## config.mk

```make
export PLATFORM = sky130hd
export DESIGN_NAME = mbs_slave
export DESIGN_NICKNAME = d
export VERILOG_FILES = /design/src/inc/mbs_pkg.sv /design/src/rtl/mbs_crc16.sv /design/src/rtl/mbs_gap_timer.sv /design/src/rtl/mbs_slave.sv
export SDC_FILE = /design/constraint.sdc
export NUM_CORES = 2
export LEC_CHECK = 0
export ABC_CLOCK_PERIOD_IN_PS = 45500
export BUFFER_PORTS_ARGS = -buffer_cell sky130_fd_sc_hd__buf_4
export CAP_MARGIN = 40
export CORE_ASPECT_RATIO = 0.7
export CORE_MARGIN = 2
export CORE_UTILIZATION = 40
export CTS_CLUSTER_SIZE = 20
export DETAILED_ROUTE_END_ITERATION = 8
export GPL_TIMING_DRIVEN = 1
export PLACE_DENSITY = 0.58
export SLEW_MARGIN = 0
export SYNTH_ARGS = -nofsm -noshare
export SYNTH_HDL_FRONTEND = slang
export SYNTH_SLANG_ARGS = --single-unit
```

## constraint.sdc

```tcl
create_clock -name clock -period 45.5 [get_ports clock]
set_input_delay 2.275 -clock clock [delete_from_list [all_inputs] [get_ports clock]]
set_output_delay 2.275 -clock clock [all_outputs]
set_load 0.005 [all_outputs]
```

## src/inc/mbs_pkg.sv

```systemverilog
// shared constants and types of the serial meter slave
package mbs_pkg;
    // clock and frame gap timing
    localparam int CLK_PERIOD_NS = 4;
    // 3.5 characters of 11 bits at 4800 bit/s
    localparam int GAP_TIME_NS = 8021000;
    localparam int GAP_CYCLES = (GAP_TIME_NS + CLK_PERIOD_NS - 1)
        / CLK_PERIOD_NS;
    localparam int GAP_CNT_W = 22;

    // function codes and exception bytes
    localparam logic [7:0] FN_READ = 8'h03;
    localparam logic [7:0] FN_WRITE = 8'h10;
    localparam logic [7:0] EXC_FLAG = 8'h80;
    localparam logic [7:0] ERR_FUNC = 8'h81;
    localparam logic [7:0] ERR_ADDR = 8'h82;
    localparam logic [7:0] ERR_VALUE = 8'h83;

    // frame check
    localparam logic [15:0] CRC_INIT = 16'hffff;
    localparam logic [15:0] CRC_POLY = 16'ha001;

    // register space
    localparam logic [15:0] REG_LO = 16'h0048;
    localparam logic [15:0] REG_HI = 16'h0055;
    localparam logic [15:0] CLR_CH1 = 16'h004b;
    localparam logic [15:0] CLR_CH2 = 16'h0053;
    localparam logic [15:0] CLR_BOTH = 16'h000c;
    localparam logic [15:0] CLR_WORDS = 16'h0002;

    // frame layout
    localparam int BUF_BYTES = 40;
    localparam int MAX_WORDS = 16;
    localparam logic [5:0] READ_REQ_LEN = 6'h08;
    localparam logic [5:0] MIN_FRAME = 6'h04;
    localparam logic [5:0] WR_HDR_CRC = 6'h09;
    localparam logic [5:0] WR_DATA_POS = 6'h07;
    localparam logic [5:0] RD_DATA_POS = 6'h03;
    localparam logic [5:0] RD_OVERHEAD = 6'h05;
    localparam logic [5:0] WR_RESP_LEN = 6'h08;
    localparam logic [5:0] EXC_RESP_LEN = 6'h05;

    typedef struct packed {
        logic valid;
        logic [7:0] data;
    } mbs_stream_s;

    typedef struct packed {
        logic en;
        logic [15:0] addr;
        logic [15:0] data;
    } mbs_wr_s;

    typedef enum logic [2:0] {
        ST_RECV, ST_CHECK, ST_WRITE, ST_READ, ST_SEND
    } mbs_state_e;

    typedef enum logic [1:0] {
        RESP_READ, RESP_WRITE, RESP_EXC
    } mbs_resp_e;
endpackage

```

## src/rtl/mbs_crc16.sv

```systemverilog
// byte-wise frame check accumulator
`timescale 1ns/10ps
module mbs_crc16 (
    // clock and reset
    input wire logic clock,
    input wire logic rst_n,
    // control
    input wire logic clear,
    input wire logic update,
    input wire logic [7:0] data,
    // result
    output logic [15:0] crc
);
    logic [15:0] crc_q;
    logic [15:0] crc_d;

    function automatic logic [15:0] crc_step(input logic [15:0] c,
                                             input logic [7:0] b);
        logic [15:0] r;
        r = c ^ {8'h00, b};
        for (int i = 0; i < 8; i++) begin
            if (r[0]) begin
                r = (r >> 1) ^ mbs_pkg::CRC_POLY;
            end else begin
                r = r >> 1;
            end
        end
        return r;
    endfunction

    always_comb begin
        crc_d = crc_q;
        if (clear) begin
            crc_d = mbs_pkg::CRC_INIT;
        end else if (update) begin
            crc_d = crc_step(crc_q, data);
        end
    end

    always_ff @(posedge clock or negedge rst_n) begin
        if (!rst_n) begin
            crc_q <= mbs_pkg::CRC_INIT;
        end else begin
            crc_q <= crc_d;
        end
    end

    assign crc = crc_q;
endmodule

```

## src/rtl/mbs_gap_timer.sv

```systemverilog
// line idle timer marking the end of a frame
`timescale 1ns/10ps
module mbs_gap_timer #(
    parameter int unsigned CYCLES = mbs_pkg::GAP_CYCLES
) (
    // clock and reset
    input wire logic clock,
    input wire logic rst_n,
    // line activity and frame end
    input wire logic activity,
    output logic frame_end
);
    logic [mbs_pkg::GAP_CNT_W-1:0] cnt_q, cnt_d;
    logic armed_q, armed_d;
    logic end_q, end_d;

    always_comb begin
        cnt_d = cnt_q;
        armed_d = armed_q;
        end_d = 1'b0;
        if (activity) begin
            cnt_d = '0;
            armed_d = 1'b1;
        end else if (armed_q) begin
            if (cnt_q == mbs_pkg::GAP_CNT_W'(CYCLES - 1)) begin
                end_d = 1'b1;
                armed_d = 1'b0;
            end else begin
                cnt_d = cnt_q + 1'b1;
            end
        end
    end

    always_ff @(posedge clock or negedge rst_n) begin
        if (!rst_n) begin
            cnt_q <= '0;
            armed_q <= 1'b0;
            end_q <= 1'b0;
        end else begin
            cnt_q <= cnt_d;
            armed_q <= armed_d;
            end_q <= end_d;
        end
    end

    assign frame_end = end_q;
endmodule

```

## src/rtl/mbs_slave.sv

```systemverilog
// request interpreter of the meter's serial slave
// Function
// - answer read requests of function 03 with the asked registers
// - read reply is address, function, byte count, words, check
// - function 10 writes a run of registers from the start address
// - write reply echoes address, function, start, count, new check
// - each register is two bytes, high byte first both ways
// - exception is address, function with top bit, code, check
// - unsupported function gives error code 81
// - registers outside the usable range give error code 82
// - out of range written value gives error code 83
// - two zero words at 004b clear the first channel energy
// - two zero words at 0053 clear the second channel energy
// - two zero words at 000c clear both channels' energy
// - fourteen words from 0048 return byte count 28 and all words
// - check is crc16, preset ones, poly a001, low byte sent first
// - respond only to own address, else stay silent
// - characters are start, eight data, optional parity, stop bits
`timescale 1ns/10ps
module mbs_slave #(
    parameter int unsigned GAP_CYCLES = mbs_pkg::GAP_CYCLES
) (
    // clock and reset
    input wire logic clock,
    input wire logic rst_n,
    // configuration
    input wire logic [7:0] own_addr,
    // received characters from the line receiver
    input wire mbs_pkg::mbs_stream_s rx,
    input wire logic rx_err,
    // characters to the line transmitter
    output mbs_pkg::mbs_stream_s tx,
    input wire logic tx_ready,
    // register read port, data valid in the same cycle as the request
    output logic rd_req,
    output logic [15:0] rd_addr,
    input wire logic [15:0] rd_data,
    // register write port
    output mbs_pkg::mbs_wr_s wr,
    // energy clear pulses
    output logic clr_ch1,
    output logic clr_ch2
);
    logic [1:0] rst_sync_q;
    logic rst_s_n;

    mbs_pkg::mbs_state_e state_q, state_d;
    mbs_pkg::mbs_resp_e kind_q, kind_d;
    logic [7:0] buf_q [mbs_pkg::BUF_BYTES];
    logic [7:0] buf_d [mbs_pkg::BUF_BYTES];
    logic [15:0] rdat_q [mbs_pkg::MAX_WORDS];
    logic [15:0] rdat_d [mbs_pkg::MAX_WORDS];
    logic [5:0] len_q, len_d;
    logic [5:0] idx_q, idx_d;
    logic ovf_q, ovf_d;
    logic bad_q, bad_d;
    logic [7:0] func_q, func_d;
    logic [7:0] err_q, err_d;
    logic [15:0] start_q, start_d;
    logic [15:0] cnt_q, cnt_d;
    mbs_pkg::mbs_stream_s tx_q, tx_d;
    logic rd_req_q, rd_req_d;
    logic [15:0] rd_addr_q, rd_addr_d;
    mbs_pkg::mbs_wr_s wr_q, wr_d;
    logic clr1_q, clr1_d;
    logic clr2_q, clr2_d;

    logic frame_end;
    logic [15:0] rx_crc;
    logic [15:0] tx_crc;
    logic tx_free;
    logic tx_load;
    logic [7:0] tx_byte;
    logic [5:0] tx_len;
    logic [5:0] rk;
    logic [15:0] f_start;
    logic [15:0] f_cnt;
    logic frame_ok;
    logic addr_ok;
    logic val_bad;
    logic [5:0] wi;

    // asynchronous assert, synchronous release
    always_ff @(posedge clock or negedge rst_n) begin
        if (!rst_n) begin
            rst_sync_q <= 2'h0;
        end else begin
            rst_sync_q <= {rst_sync_q[0], 1'b1};
        end
    end
    assign rst_s_n = rst_sync_q[1];

    function automatic logic in_range(input logic [15:0] s,
                                      input logic [15:0] n);
        logic [16:0] last;
        last = {1'b0, s} + {1'b0, n} - 17'h00001;
        return (n != 16'h0000) && (n <= 16'(mbs_pkg::MAX_WORDS))
            && (s >= mbs_pkg::REG_LO) && (last <= {1'b0, mbs_pkg::REG_HI});
    endfunction

    function automatic logic is_clear_loc(input logic [15:0] a);
        return (a == mbs_pkg::CLR_CH1) || (a == mbs_pkg::CLR_CH1 + 16'h1)
            || (a == mbs_pkg::CLR_CH2) || (a == mbs_pkg::CLR_CH2 + 16'h1)
            || (a == mbs_pkg::CLR_BOTH) || (a == mbs_pkg::CLR_BOTH + 16'h1);
    endfunction

    mbs_gap_timer #(.CYCLES(GAP_CYCLES)) u_gap (
        .clock(clock),
        .rst_n(rst_s_n),
        .activity(rx.valid),
        .frame_end(frame_end)
    );

    // check of the received frame, residue is zero when intact
    mbs_crc16 u_rx_crc (
        .clock(clock),
        .rst_n(rst_s_n),
        .clear(state_q == mbs_pkg::ST_CHECK),
        .update(state_q == mbs_pkg::ST_RECV && rx.valid),
        .data(rx.data),
        .crc(rx_crc)
    );

    mbs_crc16 u_tx_crc (
        .clock(clock),
        .rst_n(rst_s_n),
        .clear(state_q == mbs_pkg::ST_CHECK),
        .update(tx_load),
        .data(tx_byte),
        .crc(tx_crc)
    );

    // request fields, words high byte first
    assign f_start = {buf_q[2], buf_q[3]};
    assign f_cnt = {buf_q[4], buf_q[5]};
    // parity or framing errors spoil the whole frame
    assign frame_ok = !ovf_q && !bad_q && !rx_err
        && len_q >= mbs_pkg::MIN_FRAME && rx_crc == 16'h0000;
    assign addr_ok = buf_q[0] == own_addr;

    always_comb begin
        logic [15:0] a;
        logic [15:0] w;
        a = 16'h0000;
        w = 16'h0000;
        val_bad = 1'b0;
        for (int i = 0; i < mbs_pkg::MAX_WORDS; i++) begin
            a = f_start + 16'(i);
            w = {buf_q[7 + 2 * i], buf_q[8 + 2 * i]};
            if (16'(i) < f_cnt && is_clear_loc(a) && w != 16'h0000) begin
                val_bad = 1'b1;
            end
        end
    end

    // reply length and byte selection
    always_comb begin
        case (kind_q)
            mbs_pkg::RESP_READ: tx_len = mbs_pkg::RD_OVERHEAD
                + {cnt_q[4:0], 1'b0};
            mbs_pkg::RESP_WRITE: tx_len = mbs_pkg::WR_RESP_LEN;
            default: tx_len = mbs_pkg::EXC_RESP_LEN;
        endcase
    end

    assign rk = idx_q - mbs_pkg::RD_DATA_POS;
    assign tx_free = !tx_q.valid || tx_ready;
    // the check bytes themselves must not feed the running check
    assign tx_load = state_q == mbs_pkg::ST_SEND && tx_free
        && idx_q < tx_len - 6'h02;

    always_comb begin
        tx_byte = 8'h00;
        if (idx_q == tx_len - 6'h02) begin
            tx_byte = tx_crc[7:0];
        end else if (idx_q == tx_len - 6'h01) begin
            tx_byte = tx_crc[15:8];
        end else if (idx_q == 6'h00) begin
            tx_byte = buf_q[0];
        end else begin
            case (kind_q)
                mbs_pkg::RESP_READ: begin
                    if (idx_q == 6'h01) begin
                        tx_byte = func_q;
                    end else if (idx_q == 6'h02) begin
                        tx_byte = {cnt_q[6:0], 1'b0};
                    end else if (!rk[0]) begin
                        tx_byte = rdat_q[rk[4:1]][15:8];
                    end else begin
                        tx_byte = rdat_q[rk[4:1]][7:0];
                    end
                end
                mbs_pkg::RESP_WRITE: begin
                    case (idx_q)
                        6'h01: tx_byte = func_q;
                        6'h02: tx_byte = start_q[15:8];
                        6'h03: tx_byte = start_q[7:0];
                        6'h04: tx_byte = cnt_q[15:8];
                        default: tx_byte = cnt_q[7:0];
                    endcase
                end
                default: begin
                    if (idx_q == 6'h01) begin
                        tx_byte = func_q | mbs_pkg::EXC_FLAG;
                    end else begin
                        tx_byte = err_q;
                    end
                end
            endcase
        end
    end

    assign wi = mbs_pkg::WR_DATA_POS + {idx_q[4:0], 1'b0};

    always_comb begin
        state_d = state_q;
        kind_d = kind_q;
        buf_d = buf_q;
        rdat_d = rdat_q;
        len_d = len_q;
        idx_d = idx_q;
        ovf_d = ovf_q;
        bad_d = bad_q;
        func_d = func_q;
        err_d = err_q;
        start_d = start_q;
        cnt_d = cnt_q;
        tx_d = tx_q;
        rd_req_d = 1'b0;
        rd_addr_d = rd_addr_q;
        wr_d = wr_q;
        wr_d.en = 1'b0;
        clr1_d = 1'b0;
        clr2_d = 1'b0;
        case (state_q)
            mbs_pkg::ST_RECV: begin
                // overlong frames are flagged and later dropped
                if (rx.valid) begin
                    if (len_q < 6'(mbs_pkg::BUF_BYTES)) begin
                        buf_d[len_q] = rx.data;
                        len_d = len_q + 6'h01;
                    end else begin
                        ovf_d = 1'b1;
                    end
                    bad_d = bad_q | rx_err;
                end
                if (frame_end) begin
                    state_d = mbs_pkg::ST_CHECK;
                end
            end
            mbs_pkg::ST_CHECK: begin
                len_d = 6'h00;
                ovf_d = 1'b0;
                bad_d = 1'b0;
                idx_d = 6'h00;
                func_d = buf_q[1];
                start_d = f_start;
                cnt_d = f_cnt;
                state_d = mbs_pkg::ST_SEND;
                kind_d = mbs_pkg::RESP_EXC;
                if (!frame_ok || !addr_ok) begin
                    state_d = mbs_pkg::ST_RECV;
                end else if (buf_q[1] == mbs_pkg::FN_READ) begin
                    if (len_q != mbs_pkg::READ_REQ_LEN) begin
                        state_d = mbs_pkg::ST_RECV;
                    end else if (!in_range(f_start, f_cnt)) begin
                        err_d = mbs_pkg::ERR_ADDR;
                    end else begin
                        state_d = mbs_pkg::ST_READ;
                    end
                end else if (buf_q[1] == mbs_pkg::FN_WRITE) begin
                    if (!in_range(f_start, f_cnt) && !(f_start ==
                        mbs_pkg::CLR_BOTH && f_cnt == mbs_pkg::CLR_WORDS))
                    begin
                        err_d = mbs_pkg::ERR_ADDR;
                    end else if (buf_q[6] != {f_cnt[6:0], 1'b0}
                        || len_q != mbs_pkg::WR_HDR_CRC + buf_q[6][5:0]
                        || val_bad) begin
                        err_d = mbs_pkg::ERR_VALUE;
                    end else begin
                        state_d = mbs_pkg::ST_WRITE;
                    end
                end else begin
                    err_d = mbs_pkg::ERR_FUNC;
                end
            end
            mbs_pkg::ST_WRITE: begin
                if (idx_q < cnt_q[5:0]) begin
                    wr_d.en = 1'b1;
                    wr_d.addr = start_q + {10'h000, idx_q};
                    wr_d.data = {buf_q[wi], buf_q[wi + 6'h01]};
                    idx_d = idx_q + 6'h01;
                end else begin
                    // checked zero data already, so these are clears
                    if (cnt_q == mbs_pkg::CLR_WORDS) begin
                        clr1_d = start_q == mbs_pkg::CLR_CH1
                            || start_q == mbs_pkg::CLR_BOTH;
                        clr2_d = start_q == mbs_pkg::CLR_CH2
                            || start_q == mbs_pkg::CLR_BOTH;
                    end
                    kind_d = mbs_pkg::RESP_WRITE;
                    idx_d = 6'h00;
                    state_d = mbs_pkg::ST_SEND;
                end
            end
            mbs_pkg::ST_READ: begin
                if (rd_req_q) begin
                    rdat_d[idx_q[3:0]] = rd_data;
                    idx_d = idx_q + 6'h01;
                    if (idx_q + 6'h01 == cnt_q[5:0]) begin
                        kind_d = mbs_pkg::RESP_READ;
                        idx_d = 6'h00;
                        state_d = mbs_pkg::ST_SEND;
                    end
                end else begin
                    rd_req_d = 1'b1;
                    rd_addr_d = start_q + {10'h000, idx_q};
                end
            end
            mbs_pkg::ST_SEND: begin
                if (tx_free) begin
                    if (idx_q < tx_len) begin
                        tx_d.valid = 1'b1;
                        tx_d.data = tx_byte;
                        idx_d = idx_q + 6'h01;
                    end else begin
                        tx_d.valid = 1'b0;
                        state_d = mbs_pkg::ST_RECV;
                    end
                end
            end
            default: state_d = mbs_pkg::ST_RECV;
        endcase
    end

    always_ff @(posedge clock or negedge rst_s_n) begin
        if (!rst_s_n) begin
            state_q <= mbs_pkg::ST_RECV;
            kind_q <= mbs_pkg::RESP_EXC;
            for (int i = 0; i < mbs_pkg::BUF_BYTES; i++) begin
                buf_q[i] <= 8'h00;
            end
            for (int i = 0; i < mbs_pkg::MAX_WORDS; i++) begin
                rdat_q[i] <= 16'h0000;
            end
            len_q <= 6'h00;
            idx_q <= 6'h00;
            ovf_q <= 1'b0;
            bad_q <= 1'b0;
            func_q <= 8'h00;
            err_q <= 8'h00;
            start_q <= 16'h0000;
            cnt_q <= 16'h0000;
            tx_q <= '0;
            rd_req_q <= 1'b0;
            rd_addr_q <= 16'h0000;
            wr_q <= '0;
            clr1_q <= 1'b0;
            clr2_q <= 1'b0;
        end else begin
            state_q <= state_d;
            kind_q <= kind_d;
            buf_q <= buf_d;
            rdat_q <= rdat_d;
            len_q <= len_d;
            idx_q <= idx_d;
            ovf_q <= ovf_d;
            bad_q <= bad_d;
            func_q <= func_d;
            err_q <= err_d;
            start_q <= start_d;
            cnt_q <= cnt_d;
            tx_q <= tx_d;
            rd_req_q <= rd_req_d;
            rd_addr_q <= rd_addr_d;
            wr_q <= wr_d;
            clr1_q <= clr1_d;
            clr2_q <= clr2_d;
        end
    end

    assign tx = tx_q;
    assign rd_req = rd_req_q;
    assign rd_addr = rd_addr_q;
    assign wr = wr_q;
    assign clr_ch1 = clr1_q;
    assign clr_ch2 = clr2_q;
endmodule

```

# Word-level counts from Yosys, hierarchy flattened
# Index checks and enable logic that the tools add are counted.
[totals]
regBits = 762
out_inout_bits = 61
[op_classes]
n_addsub = 28
n_lt_le_gt_ge = 31
eq_ne = 134
n_mux = 147
bitwise_logic = 26
n_reduce_logical = 181
[ops]
columns = ["op", "n"]
rows = [
  ["$eq A16 B7 Y1 const B", 66],
  ["$mux W16", 51],
  ["$eq A16 B4 Y1 const B", 33],
  ["$bwmux W320", 1],
  ["$reduce_bool A16 Y1", 17],
  ["$bwmux W256", 1],
  ["$mux W8", 18],
  ["$add A16 B4 Y16 const B", 8],
  ["$lt A4 B16 Y1 const A", 8],
  ["$bmux W8 S6", 2],
  ["$logic_or A1 B1 Y1", 86],
  ["$mux W22", 3],
  ["$mux W33", 2],
  ["$add A16 B3 Y16 const B", 4],
  ["$bmux W16 S4", 1],
  ["$demux W16 S4", 1],
  ["$lt A3 B16 Y1 const A", 4],
  ["$demux W8 S6", 1],
  ["$not A2 Y3", 16],
  ["$logic_and A1 B1 Y1", 46],
  ["$mux W6", 7],
  ["$mux W3", 13],
  ["$mux W1", 34],
  ["$add A16 B2 Y16 const B", 2],
  ["68 further kinds", 122],
]

# Depth between registers and ports, before layout
[depth]
ltp_word = 45
mapped_depth = 19
depth_no_buf = 17

# By module
# From an unflattened synthesis, not the netlist that was laid out.
[hier_totals]
hier_cells = 3975
hier_area_um2 = 42706.0
[modules_own_cells]
columns = ["mod", "instances", "cells_per_inst", "area_per_inst_um2", "seq_area_each_um2"]
rows = [
  ["mbs_slave", 1, 3665, 39631.8, 17543.1],
  ["mbs_crc16", 2, 87, 895.9, 420.4],
  ["mbs_gap_timer", 1, 136, 1282.5, 600.6],
]

# Worst setup path before layout
# No wires, ideal clock.
[synth_path]
path_type = "reg-to-reg"
from = "register kind_q[1]"
to = "register u_tx_crc.crc_q[0] (netlist: u_tx_crc.crc[0])"
setup_ns = 0.078
arrival_time_ns = 4.376
t_required_ns = 45.422
path_slack_ns = 41.046
stages_incl_launch_ff = 17
n_path_buf = 2
period_less_slack_ns = 4.454
path_cell_list = "dfstp_2 > clkbuf_1 > clkbuf_1 > a21oi_1 > ha_1 > or4b_1 > o21ai_1 > xnor2_1 > xnor2_1 > nor3_2 > or4_1 > nand4_1 > xnor2_1 > nor2_1 > xor3_1 > or3_1 > a31o_1"
[synth_via]
elab_chain_len = 32
[synth_rtl]
columns = ["element", "line", "text"]
rows = [
  ["start: declaration", "mbs_slave.sv:48", "mbs_pkg::mbs_resp_e kind_q, kind_d;"],
  ["start signal: assignment", "mbs_slave.sv:339", "kind_q <= mbs_pkg::RESP_EXC;"],
  ["start signal: assignment", "mbs_slave.sv:362", "kind_q <= kind_d;"],
  ["$eq A2 B1 Y1 or $logic_not A2 Y1 (tied branches)", "mbs_slave.sv:158, mbs_slave.sv:181", ""],
  ["$pmux W6 S2", "mbs_slave.sv:158", "case (kind_q)"],
  ["$sub A6 B1 Y6", "mbs_slave.sv:176", "end else if (idx_q == tx_len - 6'h01) begin"],
  ["$eq A6 B6 Y1", "mbs_slave.sv:176", ""],
  ["$mux W8", "mbs_slave.sv:176", ""],
  ["$mux W8", "mbs_slave.sv:174", "if (idx_q == tx_len - 6'h02) begin"],
  ["$xor A16 B8 Y16", "mbs_crc16.sv:20", "r = c ^ {8'h00, b};"],
  ["$mux W16 or $not A2 Y3 (tied branches)", "-", ""],
  ["(+16 left out)", "-", ""],
  ["$mux W16, on equally long branches", "mbs_crc16.sv:35, mbs_crc16.sv:33", ""],
  ["$mux W16 or $not A2 Y3 (tied branches)", "-", ""],
  ["$mux W16", "mbs_crc16.sv:22", "if (r[0]) begin"],
  ["$mux W16", "mbs_crc16.sv:35", "end else if (update) begin"],
  ["$mux W16", "mbs_crc16.sv:33", "if (clear) begin"],
  ["$mux W16", "mbs_crc16.sv:22", ""],
  ["$mux W16", "mbs_crc16.sv:35", ""],
  ["$mux W16", "mbs_crc16.sv:33", ""],
  ["end signal: assignment", "mbs_crc16.sv:42", "crc_q <= mbs_pkg::CRC_INIT;"],
  ["end signal: assignment", "mbs_crc16.sv:44", "crc_q <= crc_d;"],
  ["end: declaration", "mbs_crc16.sv:14", "logic [15:0] crc_q;"],
]
# Several ways; a longest one is shown, not always the timed one. The select of a mux whose other input is x is not followed.
# A chain may end at the register's enable or synchronous reset.

# Final worst setup path
[layout_path]
from = "register idx_q[0]"
to = "register u_tx_crc.crc_q[15] (netlist: u_tx_crc.crc[15])"
[layout_via]
elab_chain_len = 38
[layout_rtl]
columns = ["element", "line", "text"]
rows = [
  ["start: declaration", "mbs_slave.sv:54", "logic [5:0] idx_q, idx_d;"],
  ["start signal: assignment", "mbs_slave.sv:366", "idx_q <= idx_d;"],
  ["$sub A5 B2 Y5", "mbs_slave.sv:166", "assign rk = idx_q - mbs_pkg::RD_DATA_POS;"],
  ["$not A4 Y5 (implied by the code)", "mbs_slave.sv:188, mbs_slave.sv:190", ""],
  ["$bmux W16 S4", "mbs_slave.sv:188, mbs_slave.sv:190", ""],
  ["$mux W16 (implied by the code) (2 in series)", "mbs_slave.sv:190", "tx_byte = rdat_q[rk[4:1]][7:0];"],
  ["$mux W8", "mbs_slave.sv:187", "end else if (!rk[0]) begin"],
  ["$mux W8", "mbs_slave.sv:185", "end else if (idx_q == 6'h02) begin"],
  ["$mux W8", "mbs_slave.sv:183", "if (idx_q == 6'h01) begin"],
  ["$pmux W8 S2", "mbs_slave.sv:181", "case (kind_q)"],
  ["(+21 left out)", "-", ""],
  ["$mux W16, on equally long branches", "mbs_crc16.sv:33, mbs_crc16.sv:35", ""],
  ["$not A2 Y3 (no source line) or $mux W16 (tied branches)", "-", ""],
  ["$mux W16", "mbs_crc16.sv:22", ""],
  ["$mux W16", "mbs_crc16.sv:35", ""],
  ["$mux W16", "mbs_crc16.sv:33", ""],
  ["$mux W16", "mbs_crc16.sv:22", ""],
  ["$mux W16", "mbs_crc16.sv:35", ""],
  ["$mux W16", "mbs_crc16.sv:33", ""],
]
# Several ways; a longest one is shown, not always the timed one. The select of a mux whose other input is x is not followed.

==> flow_metrics.env <==
export IMPL_holdBufCountCts=0
export IMPL_clockRootBuffer="clkbuf_16"
export IMPL_r2r_end="u_tx_crc.crc[15]"
export IMPL_ys_seq_area_frac=0.4397
export IMPL_syn_nets=4169
export IMPL_cts_tree="built"
export IMPL_worstPathArrival_ns=6.78
export IMPL_rr_worst_depth=15
export IMPL_diodes=0
export IMPL_initial_utilization=0.4046
export IMPL_num_vias=34390
export IMPL_dp_hpwl_um=104400
export IMPL_drc_errors=0
export IMPL_synthArstFlopShare=1.000
export IMPL_status="finished, final reports clean"
export IMPL_synthToLayoutAreaGrowth_pct=11.71
export IMPL_yosysMostFrequentCell="dfrtp_1"
export IMPL_cp_required_ns=46.11
export IMPL_tightest_slew_ns=1.003
export IMPL_grt_use_total=0.2679
export IMPL_synth_seq_cells=757
export IMPL_crit_type="register to register"
export IMPL_design_area_um2=48240
export IMPL_routed_wl_um=149700
export IMPL_placedInstanceArea_um2=45540
export IMPL_setup_tns_ns=0
export IMPL_hp_class="register to register"
export IMPL_synth_area_leader_cell="dfrtp_1"
export IMPL_post_cts_buffers=0
export IMPL_antenna_found_initial=2
export IMPL_fin_ws_ns=39.33
export IMPL_clockBufferDepth=3
export IMPL_synth_top_area_frac=0.4196
export IMPL_synth_distinct_cells=99
export IMPL_final_util=0.4520
export IMPL_io_pin_count=98
export IMPL_max_clock_freq_mhz=162.0
export IMPL_start_kind="register"
export IMPL_ir_drop_uv=33.73
export IMPL_holdPathStages=0
export IMPL_r2r_slack_ns=39.33
export IMPL_cp_max_fo=49
export IMPL_yosysWarningCount=0
export IMPL_portBuffers=97
export IMPL_min_to="rst_sync_q[1]"
export IMPL_numCtsBuffers=78
export IMPL_clk_latency_ns=0.71
export IMPL_final_cells=5540
export IMPL_vias_per_cell=6.208
export IMPL_critical_path_endpoint_type="register"
export IMPL_die_area_um2=110600
export IMPL_setup_violations=0
export IMPL_rows=100
export IMPL_grt_max_degree=173
export IMPL_syn_area_per_cell_um2=10.65
export IMPL_die_h_um=278.9
export IMPL_synthCells=4056
export IMPL_drt_pre_antenna_iters=6
export IMPL_ys_flop_type="dfrtp_1"
export IMPL_cap_violations=0
export IMPL_ctsHtreeMaxLevel=3
export IMPL_p_per_area_nw_per_um2=56.57
export IMPL_yosys_top_cells_count="dfrtp_1, mux2_2, nand2_1, clkbuf_1, o21ai_0"
export IMPL_fin_worst_skew_ns=0.07039
export IMPL_cts_repair_resized=0
export IMPL_min_period_ns=6.173
export IMPL_postRouteAntennaNets=0
export IMPL_maxSlewHeadroom=0.3314
export IMPL_leakagePower_nw=20.50
export IMPL_finalPower_mw=2.729
export IMPL_synth_area_top_cells="dfrtp_1, mux2_2, mux4_2"
export IMPL_synth_edf_count=0
export IMPL_syn_cell_area_um2=43180
export IMPL_nNetsFinal=4163
export IMPL_timing_hold_ws_ns=0.3458
export IMPL_pre_cts_ws_ns=39.38
export IMPL_core_area_um2=106700
export IMPL_slew_violations=0
export IMPL_grt_pass1_wl_um=222900
export IMPL_die_w_um=396.7
export IMPL_rsz0062_at_grt="false"
export IMPL_clk_pin_slew_ns=0.07
export IMPL_hold_viol_final=0
export IMPL_placed_cells=5396
export IMPL_rr_startpoint="idx_q[0]"
export IMPL_drtIter0Drc=4188
export IMPL_routabilityCongestion=0.9825
export IMPL_fin_crit_sh=0.1357
export IMPL_drive_above_1_share=0.2622
export IMPL_hp_start="rst_sync_q[0]"
export IMPL_wl_per_cell_um=27.03
export IMPL_globalRouteOverflowTotal=0
export IMPL_grt_pass1_vias=32130
export IMPL_clock_sinks=757
## where the power goes
group	switching, mW	internal (mW)	leakage, nW
Sequential	0.153	0.813	9.44
Combinational	0.671	0.416	9.75
Clock	0.294	0.381	1.30
## how the worst max path moves through the flow
| stage | to | cells after the start | start | slack [ns] |
|---|---|---|---|---|
| after floorplan | bad_q | 0 | rst_sync_q[1] | 22.89 |
| after global placement | u_tx_crc.crc[15] | 14 | idx_q[0] | 39.15 |
| after detailed placement | u_tx_crc.crc[15] | 15 | idx_q[0] | 39.38 |
| after CTS | u_tx_crc.crc[15] | 15 | idx_q[0] | 39.36 |
| after global routing | u_tx_crc.crc[15] | 15 | idx_q[0] | 38.99 |
| final | u_tx_crc.crc[15] | 15 | idx_q[0] | 39.33 |
## layer usage
layer,track usage,share of wire
met1,0.4292,0.48
met2,0.3476,0.39
met3,0.07475,0.11
met4,0.06181,0.021
met5,0,0
## registers in the layout, indices dropped and copies added (netlist names), 2 cells and up
register      count
buf_q           320
rdat_q          256
wr               33
u_gap.cnt_q      22
cnt_q            16
rd_addr          16
start_q          16
u_rx_crc.crc     16
u_tx_crc.crc     16
tx                9
func_q            8
idx_q             6
len_q             6
err_q             3
state_q           3
kind_q            2
rst_sync_q        2
## critical path, stage by stage, from the launching register on
cell             delay [ns]
dfrtp_4                0.77
a21o_1                 0.71
xnor2_4                0.17
buf_4                  0.40
buf_4                  0.68
mux4_2                 0.58
and3_1                 0.19
a31o_2                 0.21
nor4_1                 0.21
clkdlybuf4s15_2        0.31
a2bb2oi_1              0.45
xnor3_1                0.56
xnor2_1                0.17
and3_1                 0.20
or2_1                  0.25
a211oi_2               0.18
## logic make-up after synthesis
logic type,count (synthesis),share of synthesized area
xor+xnor,188,0.04019
flops,757,0.4397
simple gates,1159,0.1296
other cells,1,0.00008685
fa+ha+maj,76,0.02237
buf+inv,406,0.03787
compound gates,696,0.1033
mux,773,0.2269
## area by class of cell
cell class / count / area, um^2
Fill cell: 9989 / 58490
Multi-Input combinational cell: 2893 / 22610
Sequential cell: 757 / 18990
Clock buffer: 121 / 2333
Tap cell: 1428 / 1787
Timing Repair Buffer: 202 / 1718
Inverter: 118 / 442.9
Clock inverter: 21 / 351.6
## layout by cell type, fill, tap and decap left out, types with 97 or more instances in the layout
cell	netlist	final
buf_4	2	176
nand2_1	379	378
xnor2_1	132	132
nor4_1	112	111
nor2_1	216	216
o21ai_0	218	218
dfrtp_1	724	720
a21oi_1	166	166
mux2_2	574	574
nand3_1	97	97
nor3_1	109	109
inv_1	109	109
mux4_2	107	107
No activity file was read; power rests on OpenSTA's default activity.
